[src/common/dsp_fmt_pkg.sv]
// constants for the dsp register operand format block
`default_nettype none
package dsp_fmt_pkg;
  // ----------------------------------------
  // register file geometry
  // ----------------------------------------
  localparam int ACC_W    = 40;
  localparam int REG_W    = 32;
  localparam int HALF_W   = 16;
  localparam int GUARD_W  = 8;
  localparam int NUM_REGS = 10;
  localparam int SEL_W    = 4;
  localparam logic [39:0] ACC_RESET = 40'h00_0000_0000;
  localparam logic [31:0] REG_RESET = 32'h0000_0000;

  // ----------------------------------------
  // register selects
  // ----------------------------------------
  localparam logic [3:0] SEL_ACCUM_ZERO        = 4'h0;
  localparam logic [3:0] SEL_ACCUM_ONE         = 4'h1;
  localparam logic [3:0] SEL_ACCUM_ZERO_GUARD  = 4'h2;
  localparam logic [3:0] SEL_ACCUM_ONE_GUARD   = 4'h3;
  localparam logic [3:0] SEL_XIN_REG_ZERO      = 4'h4;
  localparam logic [3:0] SEL_XIN_REG_ONE       = 4'h5;
  localparam logic [3:0] SEL_YIN_REG_ZERO      = 4'h6;
  localparam logic [3:0] SEL_YIN_REG_ONE       = 4'h7;
  localparam logic [3:0] SEL_MULT_IN_REG_ZERO  = 4'h8;
  localparam logic [3:0] SEL_MULT_IN_REG_ONE   = 4'h9;

  // ----------------------------------------
  // operation classes
  // ----------------------------------------
  localparam logic [2:0] OP_FIXED           = 3'h0;
  localparam logic [2:0] OP_INTEGER         = 3'h1;
  localparam logic [2:0] OP_LOGIC           = 3'h2;
  localparam logic [2:0] OP_MSB_DETECT_OP   = 3'h3;
  localparam logic [2:0] OP_ARITH_SHIFT_OP  = 3'h4;
  localparam logic [2:0] OP_LOGIC_SHIFT_OP  = 3'h5;
  localparam logic [2:0] OP_SIGNED_MUL_OP   = 3'h6;

  // ----------------------------------------
  // transfer kinds
  // ----------------------------------------
  localparam logic [1:0] XFER_XMEM_WORD_MOVE   = 2'h0;
  localparam logic [1:0] XFER_YMEM_WORD_MOVE   = 2'h1;
  localparam logic [1:0] XFER_SINGLE_WORD_MOVE = 2'h2;
  localparam logic [1:0] XFER_SINGLE_LONG_MOVE = 2'h3;
endpackage
`default_nettype wire

[src/rtl/dsp_fmt_ext.sv]
// sign or zero extension of a narrow field into a wider word
`default_nettype none
module dsp_fmt_ext #(
  parameter int IN_W  = 16,
  parameter int OUT_W = 40
) (
  input  wire logic [IN_W-1:0]  din,
  input  wire logic             sign_en,
  output logic      [OUT_W-1:0] dout
);
  // a zero-width fill has no legal form, so equal widths are refused too
  if (OUT_W <= IN_W) begin : g_width_check
    $error("dsp_fmt_ext: OUT_W must exceed IN_W");
  end

  always_comb begin
    dout = {{(OUT_W-IN_W){sign_en & din[IN_W-1]}}, din};
  end
endmodule
`default_nettype wire

[src/rtl/dsp_reg_fmt.sv]
// dsp data register file with operand alignment and write-back formatting
// What this block does
// RL1: accumulator source for fixed, msb detect, arith shift gives full 40 bits
// RL2: accumulator source for integer gives guard plus upper word, low word zero
// RL3: accumulator source for logic, logic shift, signed multiply uses upper word
// RL4: guard byte register as transfer source supplies only bits 39 to 32
// RL5: input register source for fixed ops is 32 bits sign-extended into guard
// RL6: input register source for integer uses only the upper word
// RL7: input register as long transfer source puts all 32 bits on bus
// RL8: fixed, arith shift, signed multiply result stores 40 bits in accumulator
// RL9: integer and msb detect result writes bits 39 to 16, clears low word
// RL10: logic results into accumulator clear guard, write upper word
// RL11: single word transfer into accumulator loads upper word, sign fills guard; x, y memory word transfers leave it unchanged
// RL12: transfer into guard byte register updates only the guard byte
// RL13: fixed results into input register keep 32 bits, drop guard range
// RL14: integer, logic results into input register write upper word, clear low
// RL15: x transfers into x0, x1, y transfers into y0, y1, word transfers into any input register load the upper word
// RL16: long transfer into input register loads all 32 bits
// RL17: word loads into non-guard registers clear the low word
// RL18: x, y memory word stores come only from accumulator upper words
`default_nettype none
module dsp_reg_fmt (
  input  wire logic        mclk,
  input  wire logic        rst_n,
  // arithmetic unit side
  input  wire logic [3:0]  op_src_sel,
  input  wire logic [2:0]  op_class,
  output logic      [39:0] op_operand,
  input  wire logic        res_we,
  input  wire logic [3:0]  res_dst_sel,
  input  wire logic [2:0]  res_class,
  input  wire logic [39:0] res_data,
  // transfer side
  input  wire logic        ld_en,
  input  wire logic [1:0]  ld_kind,
  input  wire logic [3:0]  ld_dst_sel,
  input  wire logic [31:0] ld_data,
  input  wire logic        st_en,
  input  wire logic [1:0]  st_kind,
  input  wire logic [3:0]  st_src_sel,
  output logic      [31:0] st_data,
  output logic             st_valid,
  output logic             st_illegal
);
  // ----------------------------------------
  // storage
  // ----------------------------------------
  logic [39:0] acc_q [2];
  logic [39:0] acc_d [2];
  logic [31:0] in_q  [6];
  logic [31:0] in_d  [6];
  logic [39:0] op_operand_d;
  logic [31:0] st_data_d;
  logic        st_valid_d;
  logic        st_illegal_d;

  // ----------------------------------------
  // source selection
  // ----------------------------------------
  logic        src_is_acc;
  logic        src_acc_idx;
  logic [2:0]  src_in_idx;
  logic [39:0] src_acc;
  logic [31:0] src_in;
  logic [39:0] src_in_sx;

  always_comb begin
    src_is_acc  = (op_src_sel == dsp_fmt_pkg::SEL_ACCUM_ZERO) ||
                  (op_src_sel == dsp_fmt_pkg::SEL_ACCUM_ONE);
    src_acc_idx = op_src_sel[0];
    src_in_idx  = 3'(op_src_sel - dsp_fmt_pkg::SEL_XIN_REG_ZERO);
    src_acc     = acc_q[src_acc_idx];
    src_in      = (src_in_idx < 3'h6) ? in_q[src_in_idx] : 32'h0000_0000;
  end

  dsp_fmt_ext #(
    .IN_W  (32),
    .OUT_W (40)
  ) u_src_ext (
    .din     (src_in),
    .sign_en (1'b1),
    .dout    (src_in_sx)
  );

  // ----------------------------------------
  // operand alignment toward the arithmetic unit
  // ----------------------------------------
  always_comb begin
    op_operand_d = 40'h00_0000_0000;
    if (src_is_acc) begin
      unique case (op_class)
        dsp_fmt_pkg::OP_FIXED,
        dsp_fmt_pkg::OP_MSB_DETECT_OP,
        dsp_fmt_pkg::OP_ARITH_SHIFT_OP: op_operand_d = src_acc;                 // [RL1]
        dsp_fmt_pkg::OP_INTEGER:        op_operand_d = {src_acc[39:16], 16'h0000}; // [RL2]
        default:                        op_operand_d = {8'h00, src_acc[31:16], 16'h0000}; // [RL3]
      endcase
    end else begin
      unique case (op_class)
        dsp_fmt_pkg::OP_FIXED,
        dsp_fmt_pkg::OP_MSB_DETECT_OP,
        dsp_fmt_pkg::OP_ARITH_SHIFT_OP: op_operand_d = src_in_sx;               // [RL5]
        // integer keeps the sign in the guard range, the low word is dropped
        dsp_fmt_pkg::OP_INTEGER:        op_operand_d = {src_in_sx[39:16], 16'h0000}; // [RL6]
        default:                        op_operand_d = {8'h00, src_in[31:16], 16'h0000};
      endcase
    end
  end

  // ----------------------------------------
  // write-back of results and loads
  // ----------------------------------------
  logic [23:0] ld_word_hi;
  logic [39:0] ld_word_sx;
  logic [39:0] ld_long_sx;

  dsp_fmt_ext #(
    .IN_W  (16),
    .OUT_W (24)
  ) u_ld_word_ext (
    .din     (ld_data[15:0]),
    .sign_en (1'b1),
    .dout    (ld_word_hi)
  );

  dsp_fmt_ext #(
    .IN_W  (32),
    .OUT_W (40)
  ) u_ld_long_ext (
    .din     (ld_data),
    .sign_en (1'b1),
    .dout    (ld_long_sx)
  );

  always_comb begin
    ld_word_sx = {ld_word_hi, 16'h0000};                                       // [RL17]
  end

  // results are applied first so a same-cycle load to the same register wins;
  // the core never issues both to one register in one cycle
  always_comb begin
    for (int i = 0; i < 2; i++) begin
      acc_d[i] = acc_q[i];
      if (res_we && res_dst_sel == 4'(i)) begin
        unique case (res_class)
          dsp_fmt_pkg::OP_FIXED,
          dsp_fmt_pkg::OP_ARITH_SHIFT_OP,
          dsp_fmt_pkg::OP_SIGNED_MUL_OP:
            acc_d[i] = res_data;                                               // [RL8]
          dsp_fmt_pkg::OP_INTEGER,
          dsp_fmt_pkg::OP_MSB_DETECT_OP:
            acc_d[i] = {res_data[39:16], 16'h0000};                            // [RL9]
          default:
            acc_d[i] = {8'h00, res_data[31:16], 16'h0000};                     // [RL10]
        endcase
      end
      if (ld_en && ld_dst_sel == 4'(i)) begin
        if (ld_kind == dsp_fmt_pkg::XFER_SINGLE_LONG_MOVE) begin
          acc_d[i] = ld_long_sx;
        end else if (ld_kind == dsp_fmt_pkg::XFER_SINGLE_WORD_MOVE) begin
          acc_d[i] = ld_word_sx;                                               // [RL11] [RL17]
        end
      end
      if (ld_en && ld_dst_sel == 4'(i + 2) &&
          (ld_kind == dsp_fmt_pkg::XFER_SINGLE_WORD_MOVE ||
           ld_kind == dsp_fmt_pkg::XFER_SINGLE_LONG_MOVE)) begin
        acc_d[i][39:32] = ld_data[7:0];                                        // [RL12]
      end
    end
    for (int j = 0; j < 6; j++) begin
      in_d[j] = in_q[j];
      if (res_we && res_dst_sel == 4'(j + 4)) begin
        unique case (res_class)
          dsp_fmt_pkg::OP_FIXED,
          dsp_fmt_pkg::OP_ARITH_SHIFT_OP,
          dsp_fmt_pkg::OP_SIGNED_MUL_OP:
            in_d[j] = res_data[31:0];                                          // [RL13]
          default:
            in_d[j] = {res_data[31:16], 16'h0000};                             // [RL14]
        endcase
      end
      if (ld_en && ld_dst_sel == 4'(j + 4)) begin
        if (ld_kind == dsp_fmt_pkg::XFER_SINGLE_LONG_MOVE) begin
          in_d[j] = ld_data;                                                   // [RL16]
        end else if ((ld_kind == dsp_fmt_pkg::XFER_XMEM_WORD_MOVE && j < 2) ||
                     (ld_kind == dsp_fmt_pkg::XFER_YMEM_WORD_MOVE && (j == 2 || j == 3)) ||
                     ld_kind == dsp_fmt_pkg::XFER_SINGLE_WORD_MOVE) begin
          in_d[j] = ld_word_sx[31:0];                                          // [RL15] [RL17]
        end
      end
    end
  end

  // ----------------------------------------
  // store path toward the buses
  // ----------------------------------------
  logic        st_word;
  logic        st_xy;
  logic [39:0] st_acc;

  always_comb begin
    st_word      = (st_kind != dsp_fmt_pkg::XFER_SINGLE_LONG_MOVE);
    st_xy        = (st_kind == dsp_fmt_pkg::XFER_XMEM_WORD_MOVE) ||
                   (st_kind == dsp_fmt_pkg::XFER_YMEM_WORD_MOVE);
    st_acc       = acc_q[st_src_sel[0]];
    st_data_d    = 32'h0000_0000;
    st_valid_d   = 1'b0;
    st_illegal_d = 1'b0;
    if (st_en) begin
      if (st_src_sel <= dsp_fmt_pkg::SEL_ACCUM_ONE) begin
        // word stores sit in the low half of the bus word
        st_data_d  = st_word ? {16'h0000, st_acc[31:16]} : st_acc[31:0];      // [RL18]
        st_valid_d = 1'b1;
      end else if (st_xy || st_src_sel >= 4'(dsp_fmt_pkg::NUM_REGS)) begin
        st_illegal_d = 1'b1;                                                   // [RL18]
      end else if (st_src_sel <= dsp_fmt_pkg::SEL_ACCUM_ONE_GUARD) begin
        st_data_d  = {{24{st_acc[39]}}, st_acc[39:32]};                        // [RL4]
        st_valid_d = 1'b1;
      end else begin
        st_data_d  = st_word ? {16'h0000, in_q[3'(st_src_sel - 4'h4)][31:16]}
                             : in_q[3'(st_src_sel - 4'h4)];                    // [RL7]
        st_valid_d = 1'b1;
      end
    end
  end

  // ----------------------------------------
  // registers
  // ----------------------------------------
  always_ff @(posedge mclk or negedge rst_n) begin
    if (!rst_n) begin
      acc_q[0]   <= dsp_fmt_pkg::ACC_RESET;
      acc_q[1]   <= dsp_fmt_pkg::ACC_RESET;
      for (int k = 0; k < 6; k++) begin
        in_q[k] <= dsp_fmt_pkg::REG_RESET;
      end
      op_operand <= dsp_fmt_pkg::ACC_RESET;
      st_data    <= dsp_fmt_pkg::REG_RESET;
      st_valid   <= 1'b0;
      st_illegal <= 1'b0;
    end else begin
      acc_q[0]   <= acc_d[0];
      acc_q[1]   <= acc_d[1];
      for (int k = 0; k < 6; k++) begin
        in_q[k] <= in_d[k];
      end
      op_operand <= op_operand_d;
      st_data    <= st_data_d;
      st_valid   <= st_valid_d;
      st_illegal <= st_illegal_d;
    end
  end
endmodule
`default_nettype wire

[config.mk]
export PLATFORM = sky130hd
export DESIGN_NAME = dsp_reg_fmt
export DESIGN_NICKNAME = d
export VERILOG_FILES = /design/src/common/dsp_fmt_pkg.sv /design/src/rtl/dsp_fmt_ext.sv /design/src/rtl/dsp_reg_fmt.sv
export SDC_FILE = /design/constraint.sdc
export NUM_CORES = 1
export LEC_CHECK = 0
export BUFFER_PORTS_ARGS = -buffer_cell sky130_fd_sc_hd__buf_4
export CAP_MARGIN = 20
export CORE_MARGIN = 10
export CORE_UTILIZATION = 25
export CTS_BUF_LIST = sky130_fd_sc_hd__clkbuf_4 sky130_fd_sc_hd__clkbuf_8
export DETAILED_ROUTE_END_ITERATION = 10
export GPL_TIMING_DRIVEN = 1
export PLACE_DENSITY = 0.52
export SLEW_MARGIN = 20
export SYNTH_ARGS = -nofsm -noshare
export SYNTH_HDL_FRONTEND = slang
export SYNTH_HIERARCHICAL = 1
export SYNTH_SLANG_ARGS = --single-unit
[constraint.sdc]
create_clock -name mclk -period 2 [get_ports mclk]
set_clock_uncertainty 0.2 [all_clocks]
set_input_delay 0.1 -clock mclk [delete_from_list [all_inputs] [get_ports mclk]]
set_output_delay 0.1 -clock mclk [all_outputs]
set_load 0.01 [all_outputs]
Word level (Yosys, flattened, before mapping)
Index checks and enable logic that the tools add are counted.
{"block": "totals", "register_bits": 346, "word_cells": 155, "in_bits": 103}
{"block": "op_classes", "eq_ne": 29, "n_bitwise": 4, "magnitude_cmp": 8, "n_mux": 64, "add_sub_neg": 2, "n_reduce_logical": 36}
{"cell": "32-bit two-way mux", "count": 35}
{"cell": "40-bit two-way mux", "count": 15}
{"cell": "40-bit one-hot mux with 2 select lines", "count": 3}
{"cell": "32-bit binary-select mux with 3-bit select", "count": 2}
{"cell": "4-bit by 3-bit == test with 1-bit output, second input constant", "count": 8}
{"cell": "1-bit logical AND", "count": 20}
{"cell": "4-bit == test, second input constant", "count": 4}
{"cell": "16-bit two-way mux", "count": 1}
{"cell": "8-bit two-way mux", "count": 2}
{"cell": "4-bit by 1-bit == test with 1-bit output, second input constant", "count": 3}
{"cell": "4-bit >= comparator, second input constant", "count": 3}
{"cell": "4-bit logical NOT", "count": 3}
{"cell": "3-bit == test, second input constant", "count": 3}
{"cell": "4-bit by 2-bit == test with 1-bit output, second input constant", "count": 2}
{"cell": "3-bit inverter with 4-bit output", "count": 2}
{"cell": "3-bit by 1-bit == test with 1-bit output, second input constant", "count": 2}
{"cell": "3-bit by 2-bit == test with 1-bit output, second input constant", "count": 2}
{"cell": "3-bit logical NOT", "count": 2}
{"cell": "1-bit logical OR", "count": 6}
{"cell": "1-bit two-way mux", "count": 6}
{"cell": "3-bit OR reduction", "count": 2}
{"cell": "3-bit subtractor, second input constant", "count": 2}
{"cell": "2-bit by 1-bit == test with 1-bit output, second input constant", "count": 2}
{"cell": "2-bit == test, second input constant", "count": 2}
{"cell": "8 further kinds", "count": 11}

Logic depth before layout (Yosys ltp)
{"block": "logic_depth", "word_depth": 10, "mapped_depth": 9}

Modules after synthesis
The synthesis kept the hierarchy.
{"mod": "dsp_reg_fmt", "cells_per_inst": 1907, "area_each_um2": 20474.6, "seq_area_each_um2": 8658.3, "instances": 1}
{"mod": "dsp_fmt_ext at u_ld_long_ext ...", "cells_per_inst": 40, "area_each_um2": 299.0, "seq_area_each_um2": 0.0, "instances": 2}
{"mod": "dsp_fmt_ext at u_ld_word_ext", "cells_per_inst": 24, "area_each_um2": 178.9, "seq_area_each_um2": 0.0, "instances": 1}

Worst setup path after synthesis
No wires, ideal clock.
{"block": "synth_timing", "kind": "input to register", "startpoint": "in op_src_sel[0]", "endpoint": "reg op_operand[3]", "path_buffers": 4, "path_slack_ps": 116, "path_stages": 9, "arrival_time_ps": 1544, "cell_sequence": "buf_4 > buf_4 > buf_4 > mux4_2 > nand2_1 > o21ai_0 > buf_4 > nor2_1 > a211oi_1"}
{"block": "synth_between", "elab_chain_len": 8}
{"element": "start: declaration", "line": "dsp_reg_fmt.sv:26", "source": "input wire logic [3:0] op_src_sel,"}
{"element": "3-bit subtractor *", "line": "dsp_reg_fmt.sv:71", "source": "src_in_idx = 3'(op_src_sel - dsp_fmt_pkg::SEL_XIN_REG_ZERO);"}
{"element": "3-bit inverter with 4-bit output (not written as such)", "line": "dsp_reg_fmt.sv:73", "source": "src_in = (src_in_idx < 3'h6) ? in_q[src_in_idx] : 32'h0000_0000;"}
{"element": "32-bit binary-select mux with 3-bit select", "line": "dsp_reg_fmt.sv:73"}
{"element": "32-bit two-way mux (not written as such) (2 in a row)", "line": "dsp_reg_fmt.sv:73"}
{"element": "32-bit two-way mux *", "line": "dsp_reg_fmt.sv:73"}
{"element": "named net src_in[3]", "line": "dsp_reg_fmt.sv:64", "source": "logic [31:0] src_in;"}
{"element": "40-bit one-hot mux with 2 select lines *", "line": "dsp_reg_fmt.sv:99", "source": "unique case (op_class)"}
{"element": "40-bit two-way mux *", "line": "dsp_reg_fmt.sv:90", "source": "if (src_is_acc) begin"}
{"element": "named net op_operand_d[3]", "line": "dsp_reg_fmt.sv:52", "source": "logic [39:0] op_operand_d;"}
{"element": "end signal: assignment", "line": "dsp_reg_fmt.sv:237", "source": "op_operand <= dsp_fmt_pkg::ACC_RESET;"}
{"element": "end signal: assignment", "line": "dsp_reg_fmt.sv:247", "source": "op_operand <= op_operand_d;"}
{"element": "end: declaration", "line": "dsp_reg_fmt.sv:28", "source": "output logic [39:0] op_operand,"}
The timed path passes the listed nets; every way through them passes the cells marked *. The select of a mux whose other input is x is not followed.

Final worst setup path
{"block": "layout_timing", "startpoint": "in st_src_sel[2]", "endpoint": "reg st_data[14]"}
{"block": "layout_between", "elab_chain_len": 10}
{"element": "start: declaration", "line": "dsp_reg_fmt.sv:40", "source": "input wire logic [3:0] st_src_sel,"}
{"element": "3-bit subtractor", "line": "dsp_reg_fmt.sv:220, dsp_reg_fmt.sv:221"}
{"element": "3-bit inverter with 4-bit output (not written as such)", "line": "dsp_reg_fmt.sv:220, dsp_reg_fmt.sv:221"}
{"element": "32-bit binary-select mux with 3-bit select", "line": "dsp_reg_fmt.sv:220, dsp_reg_fmt.sv:221"}
{"element": "32-bit two-way mux (not written as such) (2 in a row)", "line": "dsp_reg_fmt.sv:220, dsp_reg_fmt.sv:221"}
{"element": "32-bit two-way mux", "line": "dsp_reg_fmt.sv:220", "source": "st_data_d = st_word ? {16'h0000, in_q[3'(st_src_sel - 4'h4)][31:16]}"}
{"element": "32-bit two-way mux", "line": "dsp_reg_fmt.sv:216", "source": "end else if (st_src_sel <= dsp_fmt_pkg::SEL_ACCUM_ONE_GUARD) begin"}
{"element": "32-bit two-way mux", "line": "dsp_reg_fmt.sv:214", "source": "end else if (st_xy || st_src_sel >= 4'(dsp_fmt_pkg::NUM_REGS)) begin"}
{"element": "32-bit two-way mux *", "line": "dsp_reg_fmt.sv:210", "source": "if (st_src_sel <= dsp_fmt_pkg::SEL_ACCUM_ONE) begin"}
{"element": "32-bit two-way mux *", "line": "dsp_reg_fmt.sv:209", "source": "if (st_en) begin"}
{"element": "named net st_data_d[14]", "line": "dsp_reg_fmt.sv:53", "source": "logic [31:0] st_data_d;"}
{"element": "end signal: assignment", "line": "dsp_reg_fmt.sv:238", "source": "st_data <= dsp_fmt_pkg::REG_RESET;"}
{"element": "end signal: assignment", "line": "dsp_reg_fmt.sv:248", "source": "st_data <= st_data_d;"}
{"element": "end: declaration", "line": "dsp_reg_fmt.sv:41", "source": "output logic [31:0] st_data,"}
Marks and branches as above.

==> results.sh <==
export IMPL_fin_crit_sh_pct=99.3
export IMPL_dp_slack_ns=-0.309
export IMPL_relSlewSlack_pct=29.1
export IMPL_synthArstFlopShare_pct=100
export IMPL_critPathRequiredTime_ns=2.38
export IMPL_gp_congestion=0.924
export IMPL_drc=0
export IMPL_holdPathStages=5
export IMPL_io_buffers=176
export IMPL_synth_top_area_share_pct=40.7
export IMPL_drive_gt1_share_pct=26.1
export IMPL_ys_seq_elements=346
export IMPL_cts_sinks=346
export IMPL_syn_avg_cell_area_um2=10.6
export IMPL_routed_wl_mm=105
export IMPL_yosys_warnings=6
export IMPL_worstRegToRegCells=5
export IMPL_power_frac_comb_pct=26.9
export IMPL_seqPwrFrac_pct=41.9
export IMPL_first_iter_violations=2610
export IMPL_dieArea_um2=97100
export IMPL_finalHoldViolations=5
export IMPL_hp_class="in2reg"
export IMPL_layout_commonest_cell="mux2i_1"
export IMPL_grt_total_usage_pct=20.5
export IMPL_worstSetupPathType="in2reg"
export IMPL_cp_arrival_ns=2.37
export IMPL_cts_buffer_depth=3
export IMPL_cts_root_buf="clkbuf_8"
export IMPL_layout_common_cells="456 x mux2i_1, 346 x dfrtp_1, 323 x buf_4"
export IMPL_io_pins=177
export IMPL_dp_cells=3234
export IMPL_ys_types=48
export IMPL_hold_ws_ns=-0.0215
export IMPL_p_clk_share_pct=31.3
export IMPL_min_delay_start="ld_dst_sel[3]"
export IMPL_clkTransAtPathRegs_ns=0.07
export IMPL_drt_first_pass_iters=6
export IMPL_grt_first_pass_wirelength_mm=148
export IMPL_netlist_instances=2011
export IMPL_setup_ws_ns=0.0138
export IMPL_intPower_w=0.0154
export IMPL_cts_max_level=2
export IMPL_grt_pass1_vias=20000
export IMPL_rows=106
export IMPL_die_w_um=312
export IMPL_synth_top_flop_cell="dfrtp_1"
export IMPL_area_growth_pct=30.1
export IMPL_core_area_um2=84000
export IMPL_status="finished with violations"
export IMPL_fin_cells=3500
export IMPL_synth_edff_count=0
export IMPL_maxCapViolations=0
export IMPL_cp_start_kind="primary input"
export IMPL_place_hpwl_mm=69.7
export IMPL_p_leak_nw=11.6
export IMPL_ff2ff_setup_slack_ns=0.06
export IMPL_grt_start_max_net_pins=77
export IMPL_ir_worst_vdd_uv=521
export IMPL_nNetsFinal=2423
export IMPL_syn_area_um2=21300
export IMPL_seq_area_frac_synth_pct=40.7
export IMPL_worstReg2RegStart="in_q[95]"
export IMPL_clock_latency_ns=0.72
export IMPL_crit_path_end_kind="flop"
export IMPL_rsz0062_at_grt="no"
export IMPL_fin_crit_ns=1.99
export IMPL_r2r_end="op_operand[37]"
export IMPL_yosys_top_cells_area="dfrtp_1 41%, mux2i_1 22%, o22ai_1 8.9%"
export IMPL_failed_checks="hold timing"
export IMPL_start_util_pct=25.3
export IMPL_drv_slew=0
export IMPL_n_fill_cell=8490
export IMPL_fmax_mhz=503
export IMPL_setup_viol=0
export IMPL_cts_buffers=58
export IMPL_holdPathEnd="acc_q[79]"
export IMPL_antenna_found_initial=16
export IMPL_cts_tree="yes"
export IMPL_globalRouteOverflowTotal=0
export IMPL_power_switching_w=0.00783
export IMPL_wire_per_inst_um=29.9
export IMPL_cellPowerDensity_nw_per_um2=840
export IMPL_route_vias_total=20000
export IMPL_worstMarginPinSlew_ns=1.06
export IMPL_avgViaCountPerCell=5.70
export IMPL_die_h_um=312
export IMPL_swShare_pct=33.7
export IMPL_crit_fanout=25
export IMPL_synth_area_leader_cell="dfrtp_1"
export IMPL_ant_nets=0
per-layer routing:
| layer | GRT usage [%] | vias to the layer above | routed length [um] |
|---|---|---|---|
| li1 | - | 8160 | - |
| met5 | 0 | - | 99 |
| met2 | 30.8 | 1378 | 46200 |
| met4 | 11.9 | 16 | 6300 |
| met3 | 5.83 | 349 | 11500 |
| met1 | 26.0 | 10100 | 40500 |
stage by stage:
| stage | total power, W | instance area [um2] | hold WS (ns) | setup TNS [ns] | util, % |
|---|---|---|---|---|---|
| CTS | 0.0231 | 27500 | -0.201 | 0 | 32.7 |
| global route | 0.0241 | 27700 | 0.0235 | 0 | 32.9 |
| finish | 0.0232 | 27700 | -0.0215 | 0 | 32.9 |
| detailed placement | 0.0155 | 24600 | -0.160 | -2.85 | 29.3 |
| floorplan | 0.0130 | 21300 | -0.396 | 0 | - |
| global placement | 0.0153 | 24600 | -0.160 | -2.07 | 29.3 |
synthesized netlist by cell type (3+ instances only):
| master | count |
|---|---|
| nor3b_2 | 16 |
| buf_1 | 8 |
| o22ai_1 | 304 |
| buf_2 | 67 |
| nor2_2 | 3 |
| clkbuf_1 | 80 |
| mux2_2 | 8 |
| a22oi_1 | 24 |
| inv_1 | 3 |
| clkbuf_4 | 3 |
| a2bb2oi_1 | 16 |
| ha_1 | 3 |
| o21ai_2 | 8 |
| a31oi_1 | 9 |
| a21oi_1 | 78 |
| a211oi_1 | 24 |
| mux2i_1 | 458 |
| buf_4 | 133 |
| a221oi_1 | 7 |
| mux4_2 | 48 |
| nor3b_1 | 11 |
| nand2_1 | 78 |
| and2_1 | 20 |
| and3b_1 | 4 |
| nor2b_1 | 5 |
| dfrtp_1 | 346 |
| o2bb2ai_1 | 16 |
| nor3_2 | 4 |
| buf_6 | 6 |
| o21ai_0 | 106 |
| o21ai_1 | 8 |
| nor2_1 | 83 |
cell families after synthesis:
family,Yosys count,share of synthesized area [%]
AO/OA/AOI/OAI,601,17.4
multiplexers,514,27.1
flip-flops,346,40.7
buffers and inverters,301,8.33
AND/OR/NAND/NOR,245,6.23
adder cells (fa/ha/maj),3,0.177
other,1,0.0176
cell type report:
class	instances	area, um2	share of cell area, %
inverters	3	11.3	0.0407
clock buffers	81	1030	3.71
repair buffers	542	5290	19.1
diodes	4	10.0	0.0362
well taps	1134	1420	5.13
clock inverters	24	269	0.973
multi-input cells	1366	11000	39.6
flip-flops and latches	346	8660	31.3
power by group through the flow:
stage               logic (W)  clock network [W]  registers (W)
floorplan             0.00373                  0        0.00929
global placement      0.00561                  0        0.00969
detailed placement    0.00572                  0        0.00976
CTS                   0.00610            0.00734        0.00965
global route          0.00666            0.00762        0.00983
finish                0.00625            0.00726        0.00972
worst max-delay path by stage:
stage / depth (start not counted) / from / to / slack [ns]
finish: 8 / st_src_sel[2] / st_data[14] / 0.01
global route: 7 / res_dst_sel[0] / in_q[120] / 0.01
CTS: 7 / ld_dst_sel[0] / in_q[126] / 0.01
detailed placement: 8 / st_src_sel[0] / st_data[6] / -0.31
global placement: 8 / st_src_sel[0] / st_data[6] / -0.33
floorplan: 9 / op_src_sel[0] / op_operand[3] / 0.12
critical path: stages:
cell           delay [ns]
buf_4                0.14
dlygate4sd3_1        0.60
nor2_1               0.18
buf_4                0.15
dlygate4sd3_1        0.56
nand2_1              0.09
buf_12               0.18
a31oi_1              0.34
sequential cells by signal, summed over array words and instances, names as in the netlist:
name / cells
op_operand: 40
st_valid: 1
acc_q: 80
st_illegal: 1
st_data: 32
in_q: 192
repair_timing:
item,in CTS,in global routing
gates cloned,0,2
setup endpoints to repair,1,42
pin swaps,0,3
gates resized for setup,1,20
buffers inserted,0,3
hold buffers,151,1
hold endpoints to repair,685,8
Note: power is estimated with default switching activity, not from simulation.
